### src/common/usb_rx_irq_cfg.svh
`ifndef USB_RX_IRQ_CFG_SVH
`define USB_RX_IRQ_CFG_SVH

// register byte addresses
`define RX_IRQ_ENABLE_OFFSET 12'h008
`define RX_IRQ_STATUS_OFFSET 12'h00c

// enable register layout
`define RX_IRQ_WIDTH 16
`define RX_IRQ_RESERVED_BIT 0
`define RX_IRQ_ENABLE_RESET 16'hfffe
`define RX_IRQ_IMPL_MASK 16'hfffe

// status register reset
`define RX_IRQ_STATUS_RESET 16'h0000

// apb
`define RX_APB_ADDR_W 12
`define RX_APB_DATA_W 32
`define RX_APB_DATA_RESET 32'h0000_0000

`endif

### src/common/usb_rx_irq_pkg.sv
`include "usb_rx_irq_cfg.svh"

package usb_rx_irq_pkg;

  typedef logic [`RX_IRQ_WIDTH-1:0] ep_vec_t;

  typedef enum logic [1:0] {
    APB_IDLE   = 2'b01,
    APB_ACCESS = 2'b10
  } apb_phase_t;

  typedef struct packed {
    apb_phase_t phase;
    logic [`RX_APB_DATA_W-1:0] prdata;
    logic pready;
    logic pslverr;
    ep_vec_t enable;
  } regs_state_t;

  typedef struct packed {
    ep_vec_t bits;
  } status_state_t;

  typedef struct packed {
    logic irq;
  } combine_state_t;

endpackage

### src/logic/rx_status_bank.sv
`timescale 1ns/100ps
`include "usb_rx_irq_cfg.svh"

module rx_status_bank
  import usb_rx_irq_pkg::*;
(
  // clock and reset
  input wire logic pclk,
  input wire logic presetn,
  // events and clears
  input wire ep_vec_t set_ep,
  input wire ep_vec_t clear_ep,
  // sticky flags
  output ep_vec_t status
);

  status_state_t state;
  status_state_t next_state;

  // set beats a clear in the same cycle
  always_comb begin
    next_state = state;
    next_state.bits = ((state.bits & ~clear_ep) | set_ep) & `RX_IRQ_IMPL_MASK;
  end

  always_ff @(posedge pclk or negedge presetn) begin
    if (!presetn) begin
      state.bits <= `RX_IRQ_STATUS_RESET;
    end else begin
      state <= next_state;
    end
  end

  assign status = state.bits;

endmodule // rx_status_bank

### src/logic/irq_combiner.sv
`timescale 1ns/100ps

module irq_combiner
  import usb_rx_irq_pkg::*;
(
  // clock and reset
  input wire logic pclk,
  input wire logic presetn,
  // sources
  input wire ep_vec_t status,
  input wire ep_vec_t enable,
  input wire logic other_irq,
  // level interrupt
  output logic irq
);

  combine_state_t state;
  combine_state_t next_state;

  always_comb begin
    next_state = state;
    next_state.irq = (|(status & enable)) | other_irq;
  end

  always_ff @(posedge pclk or negedge presetn) begin
    if (!presetn) begin
      state.irq <= 1'b0;
    end else begin
      state <= next_state;
    end
  end

  assign irq = state.irq;

endmodule // irq_combiner

### src/logic/usb_rx_endpoint_irq_mask.sv
`timescale 1ns/100ps
`include "usb_rx_irq_cfg.svh"

module usb_rx_endpoint_irq_mask
  import usb_rx_irq_pkg::*;
(
  // clock and reset
  input wire logic pclk,
  input wire logic presetn,
  // apb slave
  input wire logic psel,
  input wire logic penable,
  input wire logic pwrite,
  input wire logic [`RX_APB_ADDR_W-1:0] paddr,
  input wire logic [`RX_APB_DATA_W-1:0] pwdata,
  input wire logic [3:0] pstrb,
  output logic [`RX_APB_DATA_W-1:0] prdata,
  output logic pready,
  output logic pslverr,
  // receive endpoint events, one-cycle pulses
  input wire ep_vec_t rx_event,
  // other usb interrupt sources, level
  input wire logic other_irq,
  // interrupt to the system
  output logic usb_irq
);

  regs_state_t state;
  regs_state_t next_state;
  ep_vec_t rx_status;
  ep_vec_t clear_ep;
  logic wr_take;

  // byte enables to a 16-bit lane mask
  function automatic ep_vec_t lane_mask(input logic [3:0] strb);
    lane_mask = {{8{strb[1]}}, {8{strb[0]}}};
  endfunction

  function automatic logic hit(
    input logic [`RX_APB_ADDR_W-1:0] addr,
    input logic [`RX_APB_ADDR_W-1:0] offset
  );
    hit = (addr == offset);
  endfunction

  function automatic logic mapped(input logic [`RX_APB_ADDR_W-1:0] addr);
    mapped = hit(addr, `RX_IRQ_ENABLE_OFFSET) | hit(addr, `RX_IRQ_STATUS_OFFSET);
  endfunction

  // write takes effect at the access edge
  assign wr_take = (state.phase == APB_ACCESS) && psel && penable && pwrite;

  // write-one-to-clear on the status register
  always_comb begin
    clear_ep = '0;
    if (wr_take && hit(paddr, `RX_IRQ_STATUS_OFFSET)) begin
      clear_ep = pwdata[`RX_IRQ_WIDTH-1:0] & lane_mask(pstrb) & `RX_IRQ_IMPL_MASK;
    end
  end

  always_comb begin
    next_state = state;
    unique case (state.phase)
      APB_IDLE: begin
        next_state.pready = 1'b0;
        next_state.pslverr = 1'b0;
        if (psel && !penable) begin
          next_state.phase = APB_ACCESS;
          next_state.pready = 1'b1;
          next_state.pslverr = !mapped(paddr);
          next_state.prdata = `RX_APB_DATA_RESET;
          if (!pwrite && hit(paddr, `RX_IRQ_ENABLE_OFFSET)) begin
            // reserved bit reads zero
            next_state.prdata[`RX_IRQ_WIDTH-1:0] = state.enable & `RX_IRQ_IMPL_MASK;
          end else if (!pwrite && hit(paddr, `RX_IRQ_STATUS_OFFSET)) begin
            next_state.prdata[`RX_IRQ_WIDTH-1:0] = rx_status;
          end
        end
      end
      APB_ACCESS: begin
        next_state.phase = APB_IDLE;
        next_state.pready = 1'b0;
        next_state.pslverr = 1'b0;
        if (wr_take && hit(paddr, `RX_IRQ_ENABLE_OFFSET)) begin
          // byte lanes merge, bit 0 stays zero
          next_state.enable = ((state.enable & ~lane_mask(pstrb))
                              | (pwdata[`RX_IRQ_WIDTH-1:0] & lane_mask(pstrb)))
                              & `RX_IRQ_IMPL_MASK;
        end
      end
      default: begin
        next_state.phase = APB_IDLE;
        next_state.pready = 1'b0;
        next_state.pslverr = 1'b0;
      end
    endcase
  end

  always_ff @(posedge pclk or negedge presetn) begin
    if (!presetn) begin
      state.phase <= APB_IDLE;
      state.prdata <= `RX_APB_DATA_RESET;
      state.pready <= 1'b0;
      state.pslverr <= 1'b0;
      state.enable <= `RX_IRQ_ENABLE_RESET;
    end else begin
      state <= next_state;
    end
  end

  assign prdata = state.prdata;
  assign pready = state.pready;
  assign pslverr = state.pslverr;

  // event sets status regardless of the enable
  rx_status_bank u_status (
    .pclk(pclk),
    .presetn(presetn),
    .set_ep(rx_event & `RX_IRQ_IMPL_MASK),
    .clear_ep(clear_ep),
    .status(rx_status)
  );

  // enabled status ORed with other sources, registered
  irq_combiner u_combine (
    .pclk(pclk),
    .presetn(presetn),
    .status(rx_status),
    .enable(state.enable),
    .other_irq(other_irq),
    .irq(usb_irq)
  );

  logic enable_written;

  always_ff @(posedge pclk or negedge presetn) begin
    if (!presetn) begin
      enable_written <= 1'b0;
    end else if (wr_take && hit(paddr, `RX_IRQ_ENABLE_OFFSET)) begin
      enable_written <= 1'b1;
    end
  end
endmodule // usb_rx_endpoint_irq_mask

### config.mk
export PLATFORM = sky130hd
export DESIGN_NAME = usb_rx_endpoint_irq_mask
export DESIGN_NICKNAME = d
export VERILOG_FILES = /design/src/common/usb_rx_irq_pkg.sv /design/src/logic/rx_status_bank.sv /design/src/logic/irq_combiner.sv /design/src/logic/usb_rx_endpoint_irq_mask.sv
export VERILOG_INCLUDE_DIRS = /design/src /design/src/common
export SDC_FILE = /design/constraint.sdc
export NUM_CORES = 1
export LEC_CHECK = 0
export BUFFER_PORTS_ARGS = -buffer_cell sky130_fd_sc_hd__buf_2
export CAP_MARGIN = 25
export CORE_MARGIN = 8
export CORE_UTILIZATION = 43
export CTS_CLUSTER_SIZE = 8
export DETAILED_ROUTE_END_ITERATION = 6
export GPL_TIMING_DRIVEN = 0
export PLACE_DENSITY = 0.76
export SYNTH_ARGS = -nofsm -noshare
export SYNTH_HDL_FRONTEND = slang
export SYNTH_HIERARCHICAL = 1
export SYNTH_SLANG_ARGS = --single-unit
export TNS_END_PERCENT = 20
### constraint.sdc
create_clock -name pclk -period 1.5 [get_ports pclk]
set_input_delay 0.3 -clock pclk [delete_from_list [all_inputs] [get_ports pclk]]
set_output_delay 0.3 -clock pclk [all_outputs]
set_load 0.02 [all_outputs]
==> results.yml, run 1 <==
status:
  outcome: "finished with violations"
  violations: "setup timing"
clocking:
  clockBufferDepth: 2
  clk_pin_slew_worst_paths_ps: 80
  postCtsSetupRepairBufs: 0
  clk_latency_ps: 300
  tritoncts.num_buffers: 5
  h-tree-depth: 2
  root_buffer: "clkbuf_8"
  cts.sinks: 51
  cts_tree: "built"
floorplanning:
  die-area_mm2: 0.00858
  start_util_pct: 43.7
  rows: 28
  dieWidth_um: 92.6
  die_h_um: 92.6
  fp.coreArea_mm2: 0.00578
  io_pins: 105
synthesis:
  yosys.area.top_type: "dfrtp_1"
  synthCells: 227
  ys_seq_area_share_pct: 51.3
  yosysWarnings: 6
  synth_edf_count: 0
  synthTopCellsByArea: "dfrtp_1 35%, dfstp_2 17%, buf_4 10%"
  syn_avg_cell_area_um2: 11.1
  yosys_register_bits: 51
  async_flop_share_pct: 100
  synth.top_cell.area_share_pct: 34.7
  syn-cell-area_mm2: 0.00252
  ys_dominant_reg_cell: "dfrtp_1"
  ys_types: 32
min_path:
  hold_path_depth: 2
  hold_path_class: "primary input to register"
  holdCritStartpoint: "rx_event[12]"
  hold_path_end: "u_status/status[12]"
layout:
  antenna_cells: 0
  nNetsFinal: 390
  drive_above_1_share_pct: 50.8
  nFillCells: 526
  syn2layout_area_growth_pct: 27.0
  finish.utilization_pct: 55.5
  design_area_mm2: 0.00321
  final-instance-count-excl-fill: 396
sta:
  period_needed_ps: 1570
  setup_tns_ps: -893
  fin_crit_sh_pct: 105
  fmax_mhz: 637
  slew_headroom_pct: 61.2
  hold_viol_final: 0
  fin_ws_ps: -70.6
  holdWs_ps: 169
  clock_skew_ps: 6.34
  finalSetupViolCount: 20
  worstMarginPinSlew_ps: 582
  drv_slew: 0
  rsz0062_at_grt: "true"
placed_design:
  placed_cell_area_mm2: 0.00304
  place_hpwl_mm: 4.43
  port_buffers: 68
  place_inst: 387
  gp_congestion: 0.766
  pre_cts_ws_ps: -445
critical_path:
  critPathKind: "register to register"
  setup.worst_path.end_class: "register"
  max_stage_delay_ps: 370
  required_ps: 1690
  path_buf_inv: 1
  arrival_ps: 1760
  crit_chain: "and4b_1, and3_4, and3_4, and2_4, inv_2, a21o_1"
  r2r-end: "u_status/status[10]"
  crit_path_frequent_cell: "and3_4"
  startpoint_type: "register"
  path_max_fanout: 8
  critPathSlowestCell: "dfstp_2"
  rrSetupSlack_ps: -70
  crit_family: "simple AND/OR/NAND/NOR gates"
  reg2regPathDepth: 6
  r2r_start: "state[50]"
grt:
  grt_usage_pct: 13.9
  antenna_found_initial: 0
  grt_pass1_wl_mm: 9.43
  grt_max_degree: 28
  overflow: 0
  grt_pass1_vias: 1962
power_and_ir_drop:
  finalPower_mw: 2.49
  vdd_drop_max_uv: 407
  p_leak_nw: 1.66
  powerDensity_mw_per_mm2: 776
route:
  ant_nets: 0
  vias_per_cell: 4.66
  wire_per_inst_um: 14.7
  drtIter0Drc: 41
  drcViolationCount: 0
  num_vias: 1846
  wirelength_mm: 5.81
  drtPass1Iterations: 4
run:
  cap_viol_max_count: 0
[how the worst max path moves through the flow]
stage,endpoint,start,slack (ps),cells after the start
4_1_cts,u_status/status[13],state[50],-50,6
6_report,u_status/status[10],state[50],-70,6
2_1_floorplan,u_status/status[1],paddr[8],-4,7
3_5_place_dp,u_status/status[2],paddr[8],-440,8
3_3_place_gp,u_status/status[5],paddr[8],-320,8
5_1_grt,u_status/status[10],state[50],-130,6
[cells in the final DEF, fill, tap and decap left out]
cell / instances
clkbuf_8: 7
and2_1: 9
a21o_1: 15
and4b_1: 1
nor4b_1: 1
buf_12: 1
a221oi_2: 1
mux2i_1: 15
a22oi_1: 4
and4_1: 1
mux2_2: 9
buf_2: 70
a22o_1: 1
inv_2: 6
mux2_1: 1
conb_1: 18
clkbuf_1: 3
nor2_1: 2
o21ai_1: 5
dfstp_2: 16
buf_4: 35
a21oi_1: 1
nand4bb_1: 1
dlygate4sd3_1: 1
nand2_2: 1
o21ai_0: 11
inv_1: 11
and2_4: 6
dfrtp_1: 35
and3_1: 1
mux2_4: 5
nor3_1: 1
nor4_1: 1
nand4_1: 1
a222oi_1: 1
nand3b_4: 2
nand2_1: 17
and3_4: 4
[Yosys cell counts, types with 3 or more instances]
cell / number
dfstp_2: 16
dfrtp_1: 35
mux2_2: 14
and3_1: 5
a21o_1: 15
a22oi_1: 4
mux2i_1: 15
nand2_1: 17
inv_1: 17
and2_1: 15
o21ai_0: 13
buf_4: 34
o21ai_1: 3
[layout make-up]
class	count	area, µm²	share of cell area (%)
timing repair buffer	70	370	11.6
inverter	17	63.8	1.99
sequential	51	1300	40.4
clock buffer	8	100	3.12
multi-input combinational	136	1000	31.2
tap	75	93.8	2.93
buffer	39	280	8.74
[worst register-to-register path, delay by kind of cell, from the launching register on]
family                 cells  cell delay [ps]
AOI/OAI and AO/OA          1              150
buffers and inverters      1               30
and+or+nand+nor            4              920
DFF                        1              370
[timing repair]
action | 4_1_cts | 5_1_grt
setup endpoints to repair | 31 | 32
pin swaps | 23 | 9
hold buffers | 1 | 0
endpoints found under the hold margin | 6 | 0
gates resized for setup | 14 | 12
[routing by layer]
metal,vias to the layer above,GRT usage (%),wire length [µm]
met3,8,5.50,494
met5,-,0,0
li1,896,-,-
met4,0,3.76,74
met1,883,14.7,2220
met2,59,24.9,3020
[power breakdown]
part           internal [mW]  switching (mW)  leakage [nW]  total (mW)
Sequential              1.39         0.00289         0.571        1.39
Clock                  0.421           0.426        0.0515       0.847
Combinational          0.113           0.139          1.04       0.252
Total                   1.92           0.568          1.66        2.49
[cell families after synthesis]
kind of cell / share of synthesized area (%)
flip-flops: 51.3
buffers and inverters: 13.5
multiplexers: 12.6
AO/OA/AOI/OAI: 10.4
other: 0.297
AND/OR/NAND/NOR: 11.8
(Power assumes the default switching activity.)
==> run 2, diff against run 1 <==
CORE_ASPECT_RATIO = 1.2   (was default)
CTS_CLUSTER_SIZE = default   (was 8)
==> results.yml, run 2 (same netlist as run 1, synthesis figures left out) <==
status:
  outcome: "finished with violations"
  violations: "setup timing"
layout:
  seq_area_mm2: 0.00130
  final-instance-count-excl-fill: 401
  drive_above_1_share_pct: 53.9
  nFillCells: 507
  multiInputGateArea_mm2: 0.00102
  layout_common_cells: "70 x buf_2, 35 x dfrtp_1, 34 x buf_4"
  syn2layout_area_growth_pct: 28.0
  layout_commonest_cell: "buf_2"
  antenna_cells: 0
  nNetsFinal: 390
route:
  num_vias: 1812
  wire_per_inst_um: 14.3
  ant_nets: 0
  drcViolationCount: 0
  drtPass1Iterations: 4
  drtIter0Drc: 44
  wirelength_mm: 5.75
  vias_per_cell: 4.52
clocking:
  tritoncts.num_buffers: 5
  clk_pin_slew_worst_paths_ps: 90
  cts.sinks: 51
  h-tree-depth: 2
  postCtsSetupRepairBufs: 0
  cts_tree: "built"
  clk_latency_ps: 300
  clockBufferDepth: 2
  root_buffer: "clkbuf_8"
power_and_ir_drop:
  internal-power_mw: 1.92
  power_frac_comb_pct: 10.1
  swShare_pct: 23.2
  clock_power_share_pct: 34.3
  powerDensity_mw_per_mm2: 773
  vdd_drop_max_uv: 369
  p_leak_nw: 1.68
  p_seq_share_pct: 55.5
  p_sw_uw: 579
sta:
  fin_ws_ps: -45.6
  slew_headroom_pct: 64.1
  drv_slew: 0
  clock_skew_ps: 2.21
  fmax_mhz: 647
  rsz0062_at_grt: "true"
  hold_viol_final: 0
  finalSetupViolCount: 19
  period_needed_ps: 1550
  setup_tns_ps: -348
  worstMarginPinSlew_ps: 538
  fin_crit_sh_pct: 103
min_path:
  hold_path_depth: 2
  holdCritStartpoint: "rx_event[7]"
  hold_path_end: "u_status/status[7]"
  hold_path_class: "primary input to register"
placed_design:
  port_buffers: 68
  place_inst: 392
  gp_congestion: 0.729
  place_hpwl_mm: 4.42
floorplanning:
  die-area_mm2: 0.00859
  dieWidth_um: 86.0
  io_pins: 105
  rows: 30
  start_util_pct: 44.5
  fp.coreArea_mm2: 0.00567
  die_h_um: 99.9
critical_path:
  r2r_start: "state[50]"
  startpoint_type: "register"
  path_buf_inv: 1
  reg2regPathDepth: 6
  r2r-end: "u_status/status[10]"
  crit_chain: "and4b_1, and3_4, and3_4, and2_4, inv_2, a21o_1"
  arrival_ps: 1740
  crit_path_frequent_cell: "and3_4"
  path_max_fanout: 8
  critPathKind: "register to register"
  setup.worst_path.end_class: "register"
  rrSetupSlack_ps: -50
  crit_family: "simple AND/OR/NAND/NOR gates"
  critPathSlowestCell: "dfstp_2"
  required_ps: 1700
  max_stage_delay_ps: 380
grt:
  overflow: 0
  grt_pass1_vias: 1954
  grt_max_degree: 30
  grt_usage_pct: 13.7
  grt_pass1_wl_mm: 9.30
  antenna_found_initial: 0
run:
  cap_viol_max_count: 0
==> run 2: cell count changes in the layout (fill, tap and decap cells not counted), moves of 4 or more <==
cell    delta
and2_1     -4
and2_4     +4
inv_1      -4
inv_2      +4
==> run 2: through the flow <==
step	cell area [µm²]	power (mW)	worst slack [ps]	hold slack (ps)	util, %
final	3230	2.50	-45.6	170	57.0
after floorplan	2590	1.54	-4.23	4.41	-
after global routing	3230	2.60	-95.2	165	57.0
after CTS	3190	2.52	-24.9	163	56.3
after detailed placement	3050	1.66	-399	311	53.8
after global placement	3030	1.65	-380	463	53.5
==> run 2: final cells by class <==
| type | instances | area share, % |
|---|---|---|
| buffer | 39 | 8.78 |
| clock buffer | 8 | 3.10 |
| inverter | 17 | 1.97 |
| multi-input combinational | 136 | 31.5 |
| sequential | 51 | 40.1 |
| tap | 80 | 3.10 |
| timing repair buffer | 70 | 11.5 |
==> run 2: how the worst max path moves through the flow <==
stage                   start             endpoint  slack, ps  cells past startpoint
floorplan            paddr[8]   u_status/status[1]         -4                      7
global placement     paddr[8]   u_status/status[1]       -380                      8
detailed placement   paddr[8]   u_status/status[2]       -400                      8
CTS                 state[50]  u_status/status[10]        -20                      6
global route        state[50]  u_status/status[11]       -100                      6
finish              state[50]  u_status/status[10]        -50                      6
==> run 2: worst reg2reg max path, stage by stage (launching register included) <==
cell	delay (ps)
dfstp_2	380
and4b_1	250
and3_4	210
and3_4	270
and2_4	160
inv_2	30
a21o_1	150
==> run 2: power groups by stage <==
stage	logic, mW	clock network, mW	registers (mW)
3_5_place_dp	0.248	0	1.41
3_3_place_gp	0.237	0	1.41
4_1_cts	0.252	0.884	1.39
6_report	0.253	0.858	1.39
5_1_grt	0.279	0.934	1.39
2_1_floorplan	0.121	0	1.42
==> run 2: metal layers <==
metal	GRT usage, %	vias to the layer above	routed length, µm
met1	14.7	843	2180
met2	24.0	64	2980
met5	0	-	0
met3	5.23	8	492
met4	4.32	0	101
li1	-	897	-
==> run 2: repair_timing <==
| item | CTS | global route |
|---|---|---|
| endpoints found under the hold margin | 13 | 0 |
| resized for setup | 16 | 22 |
| hold buffers | 1 | 0 |
| pin swaps | 25 | 10 |
| endpoints found under the setup margin | 30 | 34 |
